==> config.mk <==
export PLATFORM = sky130hd
export DESIGN_NAME = hpi_irq_monitor
export DESIGN_NICKNAME = d
export VERILOG_FILES = /design/src/verilog/hpi_pkg.sv /design/src/verilog/hpi_irq_monitor.sv
export SDC_FILE = /design/constraint.sdc
export NUM_CORES = 1
export LEC_CHECK = 0
export ABC_CLOCK_PERIOD_IN_PS = 2650
export BUFFER_PORTS_ARGS = -buffer_cell sky130_fd_sc_hd__buf_2
export CAP_MARGIN = 10
export CORE_UTILIZATION = 50
export DETAILED_ROUTE_END_ITERATION = 6
export GPL_TIMING_DRIVEN = 0
export PLACE_DENSITY = 0.8
export SETUP_SLACK_MARGIN = 0.4
export SLEW_MARGIN = 10
export SYNTH_ARGS = -nofsm -noshare
export SYNTH_HDL_FRONTEND = slang
export SYNTH_SLANG_ARGS = --single-unit
==> constraint.sdc <==
create_clock -name ref_clk -period 2.65 [get_ports ref_clk]
set_input_delay 0.53 -clock ref_clk [delete_from_list [all_inputs] [get_ports ref_clk]]
set_output_delay 0.53 -clock ref_clk [all_outputs]
set_load 0.02 [all_outputs]
==> src/verilog/hpi_pkg.sv <==
/*
 * Constants for the host port interrupt control and pin monitor block:
 * register offsets, bit positions and reset values.
 * Assumes one 8-bit register port on the local processor side.
 */
`default_nettype none

package hpi_pkg;
    // Register offsets on the local register port
    localparam logic [3:0] ADDR_IRQ_CONTROL = 4'h0;
    localparam logic [3:0] ADDR_PIN_MONITOR = 4'h1;
    localparam logic [3:0] ADDR_IRQ_STATUS = 4'h2;
    localparam logic [3:0] ADDR_IRQ_MASK = 4'h3;
    localparam logic [3:0] ADDR_HOST_CTRL = 4'h4;

    // Bit positions in the interrupt control register
    localparam int BIT_GATE_A20 = 7;
    localparam int BIT_RESET_FLAG = 6;
    localparam int BIT_PWRDN_FLAG = 5;
    localparam int BIT_ABORT_FLAG = 4;
    localparam int BIT_CH3_EN = 3;
    localparam int BIT_CH2_EN = 2;
    localparam int BIT_CH1_EN = 1;
    localparam int BIT_ERR_EN = 0;

    // Bit positions in the host control register
    localparam int BIT_SW_RESET = 0;
    localparam int BIT_SW_SHUTDOWN = 1;
    localparam int BIT_BIDIR_SEL = 2;

    // Event status bits
    localparam int EV_ERROR = 0;
    localparam int EV_CH1 = 1;
    localparam int EV_CH2 = 2;
    localparam int EV_CH3 = 3;
    localparam int EV_COUNT = 4;

    // Pin monitor bit positions
    localparam int PIN_FRAME = 7;
    localparam int PIN_CLKRUN = 6;
    localparam int PIN_SERIRQ = 5;
    localparam int PIN_RESET = 4;
    localparam int PIN_PWRDN = 3;
    localparam int PIN_WAKE = 2;
    localparam int PIN_SMI = 1;
    localparam int PIN_SCI = 0;
    localparam int PIN_COUNT = 8;

    localparam logic [7:0] RESET_ZERO = 8'h00;
    localparam logic [7:0] PIN_RESET_VALUE = 8'hff;
endpackage : hpi_pkg

`default_nettype wire

==> src/verilog/hpi_irq_monitor.sv <==
/*
 * Host port interrupt flags, enables and pin monitor.
 * Assumes host pins asynchronous to ref_clk; they are synchronised here.
 * Receive-complete pulses arrive from logic on ref_clk.
 * Register map: control, pin monitor, status, mask, host control.
 * Status bits are write-one-to-clear; the mask enables the irq output.
 * Read data stand for one cycle after the read strobe, zero otherwise.
 * Host pins take two clock edges before an edge event is seen.
 * The gate level shares the synchroniser with the eight host pins.
 * Channel done pulses are one cycle long, on ref_clk.
 * Flags clear by a written zero only after a control read showed them set.
 * Writing one to a flag bit has no effect.
 * Requests to the local processor are registered one cycle after cause.
 */
// The address map and the strobed register port were chosen for this implementation.
// Behaviour
// - Reset pin falling edge sets reset flag
// - Reset flag clears by zero after one read
// - Powerdown pin falling edge sets powerdown flag
// - Powerdown flag clears by zero or resets
// - Frame fall during cycle sets abort flag
// - Abort flag clears by zero or resets
// - Abort flag also clears on shutdowns
// - Error flags accept only written zero
// - Error enable gates error interrupt
// - Channel 3 enable and select gate sources
// - Select one adds bidir receive to channel 3
// - Channel 2 enable gates channel 2 interrupt
// - Channel 1 enable gates channel 1 interrupt
// - Control bits 6..0 govern local interrupts
// - Bit 7 shows live gate level always
`default_nettype none

module hpi_irq_monitor (
    input wire logic ref_clk,
    input wire logic rst,
    input wire logic [3:0] reg_addr,
    input wire logic [7:0] reg_wdata,
    input wire logic reg_wr,
    input wire logic reg_rd,
    output logic [7:0] reg_rdata,
    input wire logic [7:0] host_pins,
    input wire logic gate_addr20_level,
    input wire logic host_cycle_active,
    input wire logic ch1_receive_done,
    input wire logic ch2_receive_done,
    input wire logic ch3_receive_done,
    input wire logic bidir_receive_done,
    output logic error_irq,
    output logic ch1_receive_irq,
    output logic ch2_receive_irq,
    output logic ch3_receive_irq,
    output logic irq
);

    ////////////////////////////////////////////////////////////////////////
    // Pin synchronisers

    logic [8:0] pin_meta_q;
    logic [8:0] pin_sync_q;
    logic [8:0] pin_prev_q;
    logic [8:0] pin_async;

    assign pin_async = {gate_addr20_level, host_pins};

    // Pin order: gate level on top, then frame down to sci
    // Two flops per pin, then one more for edge detection
    // All pins reset high, so leaving reset makes a fall only on a pin that is already low
    // Only the second and third flops feed logic; the first may be metastable
    always_ff @(posedge ref_clk) begin
        if (rst) begin
            pin_meta_q <= {1'b1, hpi_pkg::PIN_RESET_VALUE};
            pin_sync_q <= {1'b1, hpi_pkg::PIN_RESET_VALUE};
            pin_prev_q <= {1'b1, hpi_pkg::PIN_RESET_VALUE};
        end else begin
            pin_meta_q <= pin_async;
            pin_sync_q <= pin_meta_q;
            pin_prev_q <= pin_sync_q;
        end
    end

    logic reset_fall;
    logic pwrdn_fall;
    logic frame_fall;
    logic cycle_meta_q;
    logic cycle_sync_q;

    // Cycle-active comes from the link side too
    // Two flops, like the pins
    always_ff @(posedge ref_clk) begin
        if (rst) begin
            cycle_meta_q <= 1'b0;
            cycle_sync_q <= 1'b0;
        end else begin
            cycle_meta_q <= host_cycle_active;
            cycle_sync_q <= cycle_meta_q;
        end
    end

    // Falling edges of the synchronised pins
    // Each is one cycle wide, two edges after the pin moves
    assign reset_fall = pin_prev_q[hpi_pkg::PIN_RESET] & ~pin_sync_q[hpi_pkg::PIN_RESET];
    assign pwrdn_fall = pin_prev_q[hpi_pkg::PIN_PWRDN] & ~pin_sync_q[hpi_pkg::PIN_PWRDN];
    assign frame_fall = pin_prev_q[hpi_pkg::PIN_FRAME] & ~pin_sync_q[hpi_pkg::PIN_FRAME];

    ////////////////////////////////////////////////////////////////////////
    // Register writes and read tracking

    // Software registers live here; flags are in the next section
    // Reset value of the enables
    localparam logic [3:0] EN_RESET = 4'h0;
    // Reset value of the host control bits
    localparam logic [2:0] HOST_RESET = 3'h0;
    // Reset value of mask and status
    localparam logic [3:0] EV_RESET = 4'h0;
    // Slot of the gate level above the eight host pins
    localparam int GATE_IDX = hpi_pkg::PIN_COUNT;

    // Enable bits 3..0 of the control register
    logic [3:0] en_q;
    // Error flags, one register each so that one process owns each
    logic reset_flag_q;
    logic pwrdn_flag_q;
    logic abort_flag_q;
    // Host control: bidir select, sw shutdown, sw reset
    logic [2:0] host_ctrl_q;
    // Event mask and sticky event status
    logic [3:0] mask_q;
    logic [3:0] status_q;
    // Flags that the last control read returned as one
    logic [2:0] flag_seen_q;

    // Decoded strobes of the register port
    logic flag_rd;
    logic ctrl_wr;
    logic host_wr;
    logic mask_wr;
    logic status_wr;

    // Host reset and shutdown levels after synchronising
    logic hw_reset;
    logic hw_shutdown;

    // Control register as software sees it
    logic [7:0] ctrl_view;
    logic any_flag;

    // Address decode; writes to the pin monitor are ignored
    assign flag_rd = reg_rd && (reg_addr == hpi_pkg::ADDR_IRQ_CONTROL);
    assign ctrl_wr = reg_wr && (reg_addr == hpi_pkg::ADDR_IRQ_CONTROL);
    assign host_wr = reg_wr && (reg_addr == hpi_pkg::ADDR_HOST_CTRL);
    assign mask_wr = reg_wr && (reg_addr == hpi_pkg::ADDR_IRQ_MASK);
    assign status_wr = reg_wr && (reg_addr == hpi_pkg::ADDR_IRQ_STATUS);

    // Reset and powerdown pins are active low
    assign hw_reset = ~pin_sync_q[hpi_pkg::PIN_RESET];
    assign hw_shutdown = ~pin_sync_q[hpi_pkg::PIN_PWRDN];

    // Channel and error enables
    // Flag bits 6..4 of a control write go to the clear logic only
    always_ff @(posedge ref_clk) begin
        if (rst) begin
            en_q <= EN_RESET;
        end else if (ctrl_wr) begin
            en_q <= reg_wdata[hpi_pkg::BIT_CH3_EN:hpi_pkg::BIT_ERR_EN];
        end
    end

    // Host control; sw reset and sw shutdown drop while reset_n is low
    // A write in the same cycle wins, so software sees its own value
    always_ff @(posedge ref_clk) begin
        if (rst) begin
            host_ctrl_q <= HOST_RESET;
        end else if (host_wr) begin
            host_ctrl_q <= reg_wdata[hpi_pkg::BIT_BIDIR_SEL:hpi_pkg::BIT_SW_RESET];
        end else if (hw_reset) begin
            host_ctrl_q[hpi_pkg::BIT_SW_RESET] <= 1'b0;
            host_ctrl_q[hpi_pkg::BIT_SW_SHUTDOWN] <= 1'b0;
        end
    end

    // Event mask, one bit per status bit
    // Mask zero keeps irq low, but status still records the event
    always_ff @(posedge ref_clk) begin
        if (rst) begin
            mask_q <= EV_RESET;
        end else if (mask_wr) begin
            mask_q <= reg_wdata[hpi_pkg::EV_COUNT-1:0];
        end
    end

    // Remember which flags were read as one
    always_ff @(posedge ref_clk) begin
        if (rst) begin
            flag_seen_q <= 3'h0;
        end else if (flag_rd) begin
            flag_seen_q <= ctrl_view[hpi_pkg::BIT_RESET_FLAG:hpi_pkg::BIT_ABORT_FLAG];
        end else if (ctrl_wr) begin
            flag_seen_q <= 3'h0;
        end
    end

    logic sw_reset;
    logic sw_shutdown;
    logic [2:0] flag_clr;

    assign sw_reset = host_ctrl_q[hpi_pkg::BIT_SW_RESET];
    assign sw_shutdown = host_ctrl_q[hpi_pkg::BIT_SW_SHUTDOWN];
    // Only a written zero after a one was read clears
    assign flag_clr = {3{ctrl_wr}} & ~reg_wdata[6:4] & flag_seen_q;

    ////////////////////////////////////////////////////////////////////////
    // Error flags: a set beats a clear in the same cycle
    // Level clears (reset_n held low for powerdown and abort, powerdown_n for abort only)
    // win again on the next cycle, so a flag set during such a hold does not survive it

    // Reset flag: set by a reset_n fall, cleared only by software
    // Neither sw reset nor sw shutdown touches it
    always_ff @(posedge ref_clk) begin
        if (rst) begin
            reset_flag_q <= 1'b0;
        end else if (reset_fall) begin
            reset_flag_q <= 1'b1;
        end else if (flag_clr[2]) begin
            reset_flag_q <= 1'b0;
        end
    end

    // Powerdown flag: also cleared by a hardware or software reset
    // Its own fall wins over a reset_n that is still low
    always_ff @(posedge ref_clk) begin
        if (rst) begin
            pwrdn_flag_q <= 1'b0;
        end else if (pwrdn_fall) begin
            pwrdn_flag_q <= 1'b1;
        end else if (flag_clr[1] || hw_reset || sw_reset) begin
            pwrdn_flag_q <= 1'b0;
        end
    end

    // Abort flag: only a frame fall inside a host cycle sets it
    // Resets and both kinds of shutdown clear it
    always_ff @(posedge ref_clk) begin
        if (rst) begin
            abort_flag_q <= 1'b0;
        end else if (frame_fall && cycle_sync_q) begin
            abort_flag_q <= 1'b1;
        end else if (flag_clr[0] || hw_reset || sw_reset) begin
            abort_flag_q <= 1'b0;
        end else if (hw_shutdown || sw_shutdown) begin
            abort_flag_q <= 1'b0;
        end
    end

    // Any error flag raised; feeds the error request below
    assign any_flag = reset_flag_q | pwrdn_flag_q | abort_flag_q;

    // Control register as read; bit 7 is the live gate level
    assign ctrl_view = {pin_sync_q[GATE_IDX], reset_flag_q, pwrdn_flag_q,
        abort_flag_q, en_q};

    ////////////////////////////////////////////////////////////////////////
    // Interrupt requests

    logic ch3_source;

    // Bidirectional receive joins channel 3 only when selected
    // Select zero leaves channel 3 to its own input register
    assign ch3_source = ch3_receive_done
        | (bidir_receive_done & host_ctrl_q[hpi_pkg::BIT_BIDIR_SEL]);

    // Requests follow enables and sources by one cycle
    // error_irq is a level, the channel requests are one-cycle pulses
    always_ff @(posedge ref_clk) begin
        if (rst) begin
            error_irq <= 1'b0;
            ch1_receive_irq <= 1'b0;
            ch2_receive_irq <= 1'b0;
            ch3_receive_irq <= 1'b0;
        end else begin
            error_irq <= en_q[hpi_pkg::BIT_ERR_EN] & any_flag;
            ch1_receive_irq <= en_q[hpi_pkg::BIT_CH1_EN] & ch1_receive_done;
            ch2_receive_irq <= en_q[hpi_pkg::BIT_CH2_EN] & ch2_receive_done;
            ch3_receive_irq <= en_q[hpi_pkg::BIT_CH3_EN] & ch3_source;
        end
    end

    // Status set and clear per event
    logic [3:0] ev_set;
    logic [3:0] ev_clr;

    assign ev_set = {ch3_receive_irq, ch2_receive_irq, ch1_receive_irq, error_irq};
    assign ev_clr = status_wr ? reg_wdata[hpi_pkg::EV_COUNT-1:0] : EV_RESET;

    // Sticky status per event, set wins over clear
    // A clear in the set cycle loses, so no event is lost
    genvar gi;
    generate
        for (gi = 0; gi < hpi_pkg::EV_COUNT; gi++) begin : g_ev
            always_ff @(posedge ref_clk) begin
                if (rst) begin
                    status_q[gi] <= 1'b0;
                end else if (ev_set[gi]) begin
                    status_q[gi] <= 1'b1;
                end else if (ev_clr[gi]) begin
                    status_q[gi] <= 1'b0;
                end
            end
        end
    endgenerate

    // Level interrupt, high while an unmasked status bit is set
    assign irq = |(status_q & mask_q);

    ////////////////////////////////////////////////////////////////////////
    // Read data, one cycle after the strobe
    // Unmapped addresses and idle cycles return zero

    always_ff @(posedge ref_clk) begin
        if (rst) begin
            reg_rdata <= hpi_pkg::RESET_ZERO;
        end else if (reg_rd) begin
            case (reg_addr)
                hpi_pkg::ADDR_IRQ_CONTROL: reg_rdata <= ctrl_view;
                hpi_pkg::ADDR_PIN_MONITOR: reg_rdata <= pin_sync_q[7:0];
                hpi_pkg::ADDR_IRQ_STATUS: reg_rdata <= {4'h0, status_q};
                hpi_pkg::ADDR_IRQ_MASK: reg_rdata <= {4'h0, mask_q};
                hpi_pkg::ADDR_HOST_CTRL: reg_rdata <= {5'h00, host_ctrl_q};
                default: reg_rdata <= hpi_pkg::RESET_ZERO;
            endcase
        end else begin
            reg_rdata <= hpi_pkg::RESET_ZERO;
        end
    end

endmodule : hpi_irq_monitor

`default_nettype wire

# After elaboration in Yosys (flattened, before gate mapping)

Index checks and enable logic that the tools add are counted.

Flip-flop bits (word level): 61
Logic and storage cells: 89
Output and inout bits: 13

Reductions and logical operators: 22
Bitwise logic cells: 19
Multiplexer cells: 21
Eq/ne operators: 5

Operators with widths:

| cell                                          | count |
|---|---|
| case mux 8 bit (5 select lines)               | 1 |
| two-way mux 1 bit                             | 15 |
| nonzero test 2 bit                            | 7 |
| bitwise AND 1 bit                             | 8 |
| == test 4 x 2 -> 1 bit, second input constant | 2 |
| bitwise AND 3 bit                             | 2 |
| logical AND 1 bit                             | 6 |
| two-way mux 3 bit                             | 2 |
| logical OR 1 bit                              | 5 |
| bitwise AND 4 bit                             | 1 |
| == test 4 x 1 -> 1 bit, second input constant | 1 |
| == test 4 x 3 -> 1 bit, second input constant | 1 |
| logical NOT 4 bit                             | 1 |
| two-way mux 2 bit                             | 2 |
| two-way mux 4 bit                             | 1 |
| NOT 1 bit                                     | 4 |
| OR reduction 4 bit                            | 1 |
| NOT 3 bit                                     | 1 |
| bitwise OR 1 bit                              | 3 |
| nonzero test 3 bit                            | 1 |
| != test 2 x 1 -> 1 bit, second input constant | 1 |
| OR reduction 2 bit                            | 1 |

# Longest topological paths before layout

Word-level depth: 8
Depth in mapped cells: 5
Depth with buffers taken out: 3

# Least setup slack after synthesis

OpenSTA, ideal clock, no wires.

Path kind: input -> register
Start point: in reg_addr[2]
End point: reg abort_flag_q
Stages: 5
Data arrival time: 1.527 ns
Library setup time: 0.122 ns
Buffers on the path: 2
Setup slack: 1.001 ns
Cell sequence: buf_2 or4_4 buf_6 nor4_4 o22ai_1

Word-level cells in the longest chain between the ends: 8

RTL lines:

| what                                | RTL line               | RTL |
|---|---|---|
| start, declared                     | hpi_irq_monitor.sv:37  | `input wire logic [3:0] reg_addr,` |
| logical NOT 4 bit (*)               | hpi_irq_monitor.sv:150 | `assign ctrl_wr = reg_wr && (reg_addr == hpi_pkg::ADDR_IRQ_CONTROL);` |
| logical AND 1 bit (*)               | hpi_irq_monitor.sv:150 |  |
| bitwise AND 3 bit (*) (2 in series) | hpi_irq_monitor.sv:210 | `assign flag_clr = {3{ctrl_wr}} & ~reg_wdata[6:4] & flag_seen_q;` |
| logical OR 1 bit (*) (2 in series)  | hpi_irq_monitor.sv:248 | `end else if (flag_clr[0] \|\| hw_reset \|\| sw_reset) begin` |
| two-way mux 1 bit                   | hpi_irq_monitor.sv:248 |  |
| two-way mux 1 bit                   | hpi_irq_monitor.sv:246 | `end else if (frame_fall && cycle_sync_q) begin` |
| end signal, assigned                | hpi_irq_monitor.sv:245 | `abort_flag_q <= 1'b0;` |
| end signal, assigned                | hpi_irq_monitor.sv:247 | `abort_flag_q <= 1'b1;` |
| end signal, assigned                | hpi_irq_monitor.sv:249 | `abort_flag_q <= 1'b0;` |
| end, declared                       | hpi_irq_monitor.sv:124 | `logic abort_flag_q;` |

Mark *: on every way between the ends. The rest lies on a longest branch, timed or not.
A chain may end at the register's enable or synchronous reset.

# Worst setup path in the final report

Start point: reg status_q[0]
End point: out irq

Word-level cells in the longest chain between the ends: 2

RTL lines:

| what                            | RTL line               | RTL |
|---|---|---|
| start, declared                 | hpi_irq_monitor.sv:129 | `logic [3:0] status_q;` |
| start signal, assigned by index | hpi_irq_monitor.sv:302 | `status_q[gi] <= 1'b0;` |
| start signal, assigned by index | hpi_irq_monitor.sv:304 | `status_q[gi] <= 1'b1;` |
| start signal, assigned by index | hpi_irq_monitor.sv:306 | `status_q[gi] <= 1'b0;` |
| bitwise AND 4 bit               | hpi_irq_monitor.sv:313 | `assign irq = \|(status_q & mask_q);` |
| OR reduction 4 bit              | hpi_irq_monitor.sv:313 |  |
| end, declared                   | hpi_irq_monitor.sv:53  | `output logic irq` |

Every way passes these cells.

==> metrics.md <==
| Metric | Value |
|---|---|
| Synth Register Bits | 56 |
| Port bufs | 36 |
| Critical Path AT | 1110 ps |
| Initial Utilization | 52.5% |
| Status | finished clean |
| Peak Freq | 610 MHz |
| Most frequent cells in the layout | dfxtp_1, buf_2, a21oi_1 |
| Cells after Synth | 212 |
| Fraction of synthesized area in multiplexers | 6.15% |
| WL final | 4.36 mm |
| Setup crit start kind | flop |
| Worst R2R End | reg_rdata[3] |
| Die Width | 67.0 µm |
| Clk buf depth | 2 |
| First-pass GRT wire length | 6.81 mm |
| Cell Area, Placed | 0.00236 mm² |
| Root Buffer | clkbuf_8 |
| Nets@finish | 285 |
| Critical path startpoint | status_q[0] |
| DR pass1 iterations | 5 |
| R2R depth | 2 |
| Area growth syn-to-layout | 15.9% |
| Synth Area in Adders | 0% |
| Routability cong. | 0.890 |
| N_diodes | 0 |
| Register cell area after layout | 0.00112 mm² |
| DRT iter0 DRCs | 130 |
| Reg-to-Reg Start | en_q[3] |
| Post-CTS sizing | 0 |
| Worst skew pair latency | 320 ps |
| IO Pins | 43 |
| Crit path time final | 1640 ps |
| Power, Total | 1.47 mW |
| CTS sink count | 56 |
| Detailed-route wire length per cell | 14.2 µm |
| Initial antenna violation count | 0 |
| VDD IR max | 0.291 mV |
| Area of the multi-input gates | 882 µm² |
| Crit. End Element | primary output |
| Commonest non-fill, non-tap cell in the layout | dfxtp_1 |
| Yosys cell types | 35 |
| Row count | 23 |
| Num CTS Buffers | 5 |
| WS Path Type | reg2out |
| Clk pin slew, worst setup/hold paths | 100 ps |
| XOR/XNOR Fraction of Synth Area | 0% |
| Worst Path Required | 2120 ps |
| Tcrit/Tclk final | 61.8% |
| CTS tree | built |
| Fillers | 365 |
| Power per cell area | 601 mW/mm² |
| Total GRT Usage | 21.2% |
| Final std cells w/o fill | 306 |
| GR Util met2 | 31.9% |
| Hold depth | 2 |
| Post-CTS Hold Fix Bufs | 0 |
| Hold path startpoint | gate_addr20_level |
| Post-synthesis compound-gate area fraction | 13.6% |
| HP Class | in2reg |
| Seq/Total Area, Yosys | 53.0% |
| Syn Area/Cell | 9.97 µm² |
| Post-CTS Repair Setup Buffers | 0 |
| Final ANT Viol Nets | 0 |
| Slew HR | 63.1% |
| Largest net degree at the start of global routing | 20 |
| Vias/cell | 5.55 |
| Mapped cell area | 0.00211 mm² |
| Slew @ Worst Pin | 550 ps |
| Hold Violations, Final | 0 |
| Grt peak-use layer | met2 |
| Total congestion overflow | 0 |
| Yosys warning total | 0 |
| Setup TNS Final | 0 ps |
| Share of cells above drive strength 1 | 32.0% |
| Die Area | 0.00449 mm² |
| Max cap viols | 0 |
| H-tree depth reported by CTS | 2 |
| Met1 usage | 27.1% |
| Post-DP HPWL | 3.08 mm |
| Max Slew Vio Count | 0 |
| Max FO, Critical Path | 3 |
| Final WS setup | 1010 ps |
| Place WS | 795 ps |
| Syn_nets | 242 |
| Worst Skew | 9.81 ps |
| Die H | 67.0 µm |
| Vias in the first global route | 1443 |
| Simple-Gate Fraction of Synth Area | 22.0% |
| # setup viols final | 0 |
| Leakage | 0.957 nW |
| # DRC | 0 |
| Area contributors post-synth | dfxtp_1, or2_2, a21oi_1 |
| GR Util met3 | 4.79% |
| FF-to-FF setup slack | 1510 ps |
| Design Area, Final | 0.00245 mm² |
| Largest area contributor in the netlist | dfxtp_1 |
| Dpl cells | 298 |
| Yosys top cell area share | 53.0% |
| Largest family of logic cells by synthesized area | simple AND/OR/NAND/NOR gates |
| Min-Delay Endpoint | pin_meta_q[8] |
| Via count | 1697 |
| RSZ-0062 raised after global routing | no |
| Core Area | 0.00403 mm² |
[cell usage after synthesis]
library cell / number
buf_1: 1
a32oi_1: 3
and3_1: 2
mux2i_1: 4
dfxtp_1: 56
o211ai_1: 2
and4_1: 1
nor4b_2: 1
o311a_1: 1
a21oi_1: 22
nand3_1: 18
nand4b_1: 5
and4bb_2: 1
o21ai_1: 7
or4_4: 1
nor4_4: 2
nor2b_1: 2
nor3_1: 1
mux2_2: 6
o21ai_0: 10
buf_6: 2
buf_2: 5
nand2_1: 5
nor2_1: 8
o22ai_1: 1
or4b_1: 1
or3_1: 1
inv_1: 10
a22oi_1: 2
or2_2: 19
a32o_1: 2
nand4bb_1: 1
mux4_2: 1
clkbuf_1: 6
nor3b_1: 2
[metrics by stage]
stage	hold slack [ps]	util, %
finish	379	60.8
detailed placement	392	58.5
global route	376	60.8
floorplan	389	-
CTS	382	60.8
global placement	391	58.5
[cell families (layout without fill, tap and decap cells)]
family | after synthesis | count (layout)
flip-flops | 56 | 56
AND/OR/NAND/NOR | 71 | 71
buffers and inverters | 24 | 68
multiplexers | 11 | 11
AO/OA/AOI/OAI | 50 | 50
[state kept, by name, summed over array words and instances (netlist names), 3 cells and up]
| register | flops |
|---|---|
| pin_prev_q | 3 |
| pin_meta_q | 9 |
| pin_sync_q | 9 |
| host_ctrl_q | 3 |
| en_q | 4 |
| status_q | 4 |
| flag_seen_q | 3 |
| reg_rdata | 8 |
| mask_q | 4 |
[cell type report]
class                   count  share of cell area [%]
well taps                  50                    2.55
clock buffers               5                    2.81
flip-flops and latches     56                    45.7
repair buffers             36                    7.35
clock inverters             3                    1.02
inverters                  10                    1.53
plain buffers              14                    3.01
multi-input cells         132                    36.0
[power breakdown]
| group | leakage [nW] | switching [mW] | internal (mW) |
|---|---|---|---|
| combinational | 0.455 | 0.0654 | 0.0495 |
| clock | 0.0452 | 0.295 | 0.193 |
| sequential | 0.457 | 0.00837 | 0.862 |
| total | 0.957 | 0.369 | 1.10 |
[layer usage]
metal	share of wire (%)	up-vias
met5	0	-
met4	3.4	0
met3	8.9	19
met2	44	94
met1	43	751
li1	-	833
[how the worst max path moves through the flow]
stage | cells past startpoint | end | slack (ps)
floorplan | 5 | abort_flag_q | 1000
global placement | 5 | reset_flag_q | 830
detailed placement | 4 | flag_seen_q[2] | 800
CTS | 3 | irq | 1010
global route | 3 | irq | 960
finish | 3 | irq | 1010
[worst max-delay path, cell delays in order (launching register included)]
cell and delay [ps]:
dfxtp_1 350, a22oi_1 200, nand2_1 80, buf_2 160
Power figures use the tool's default switching activity.
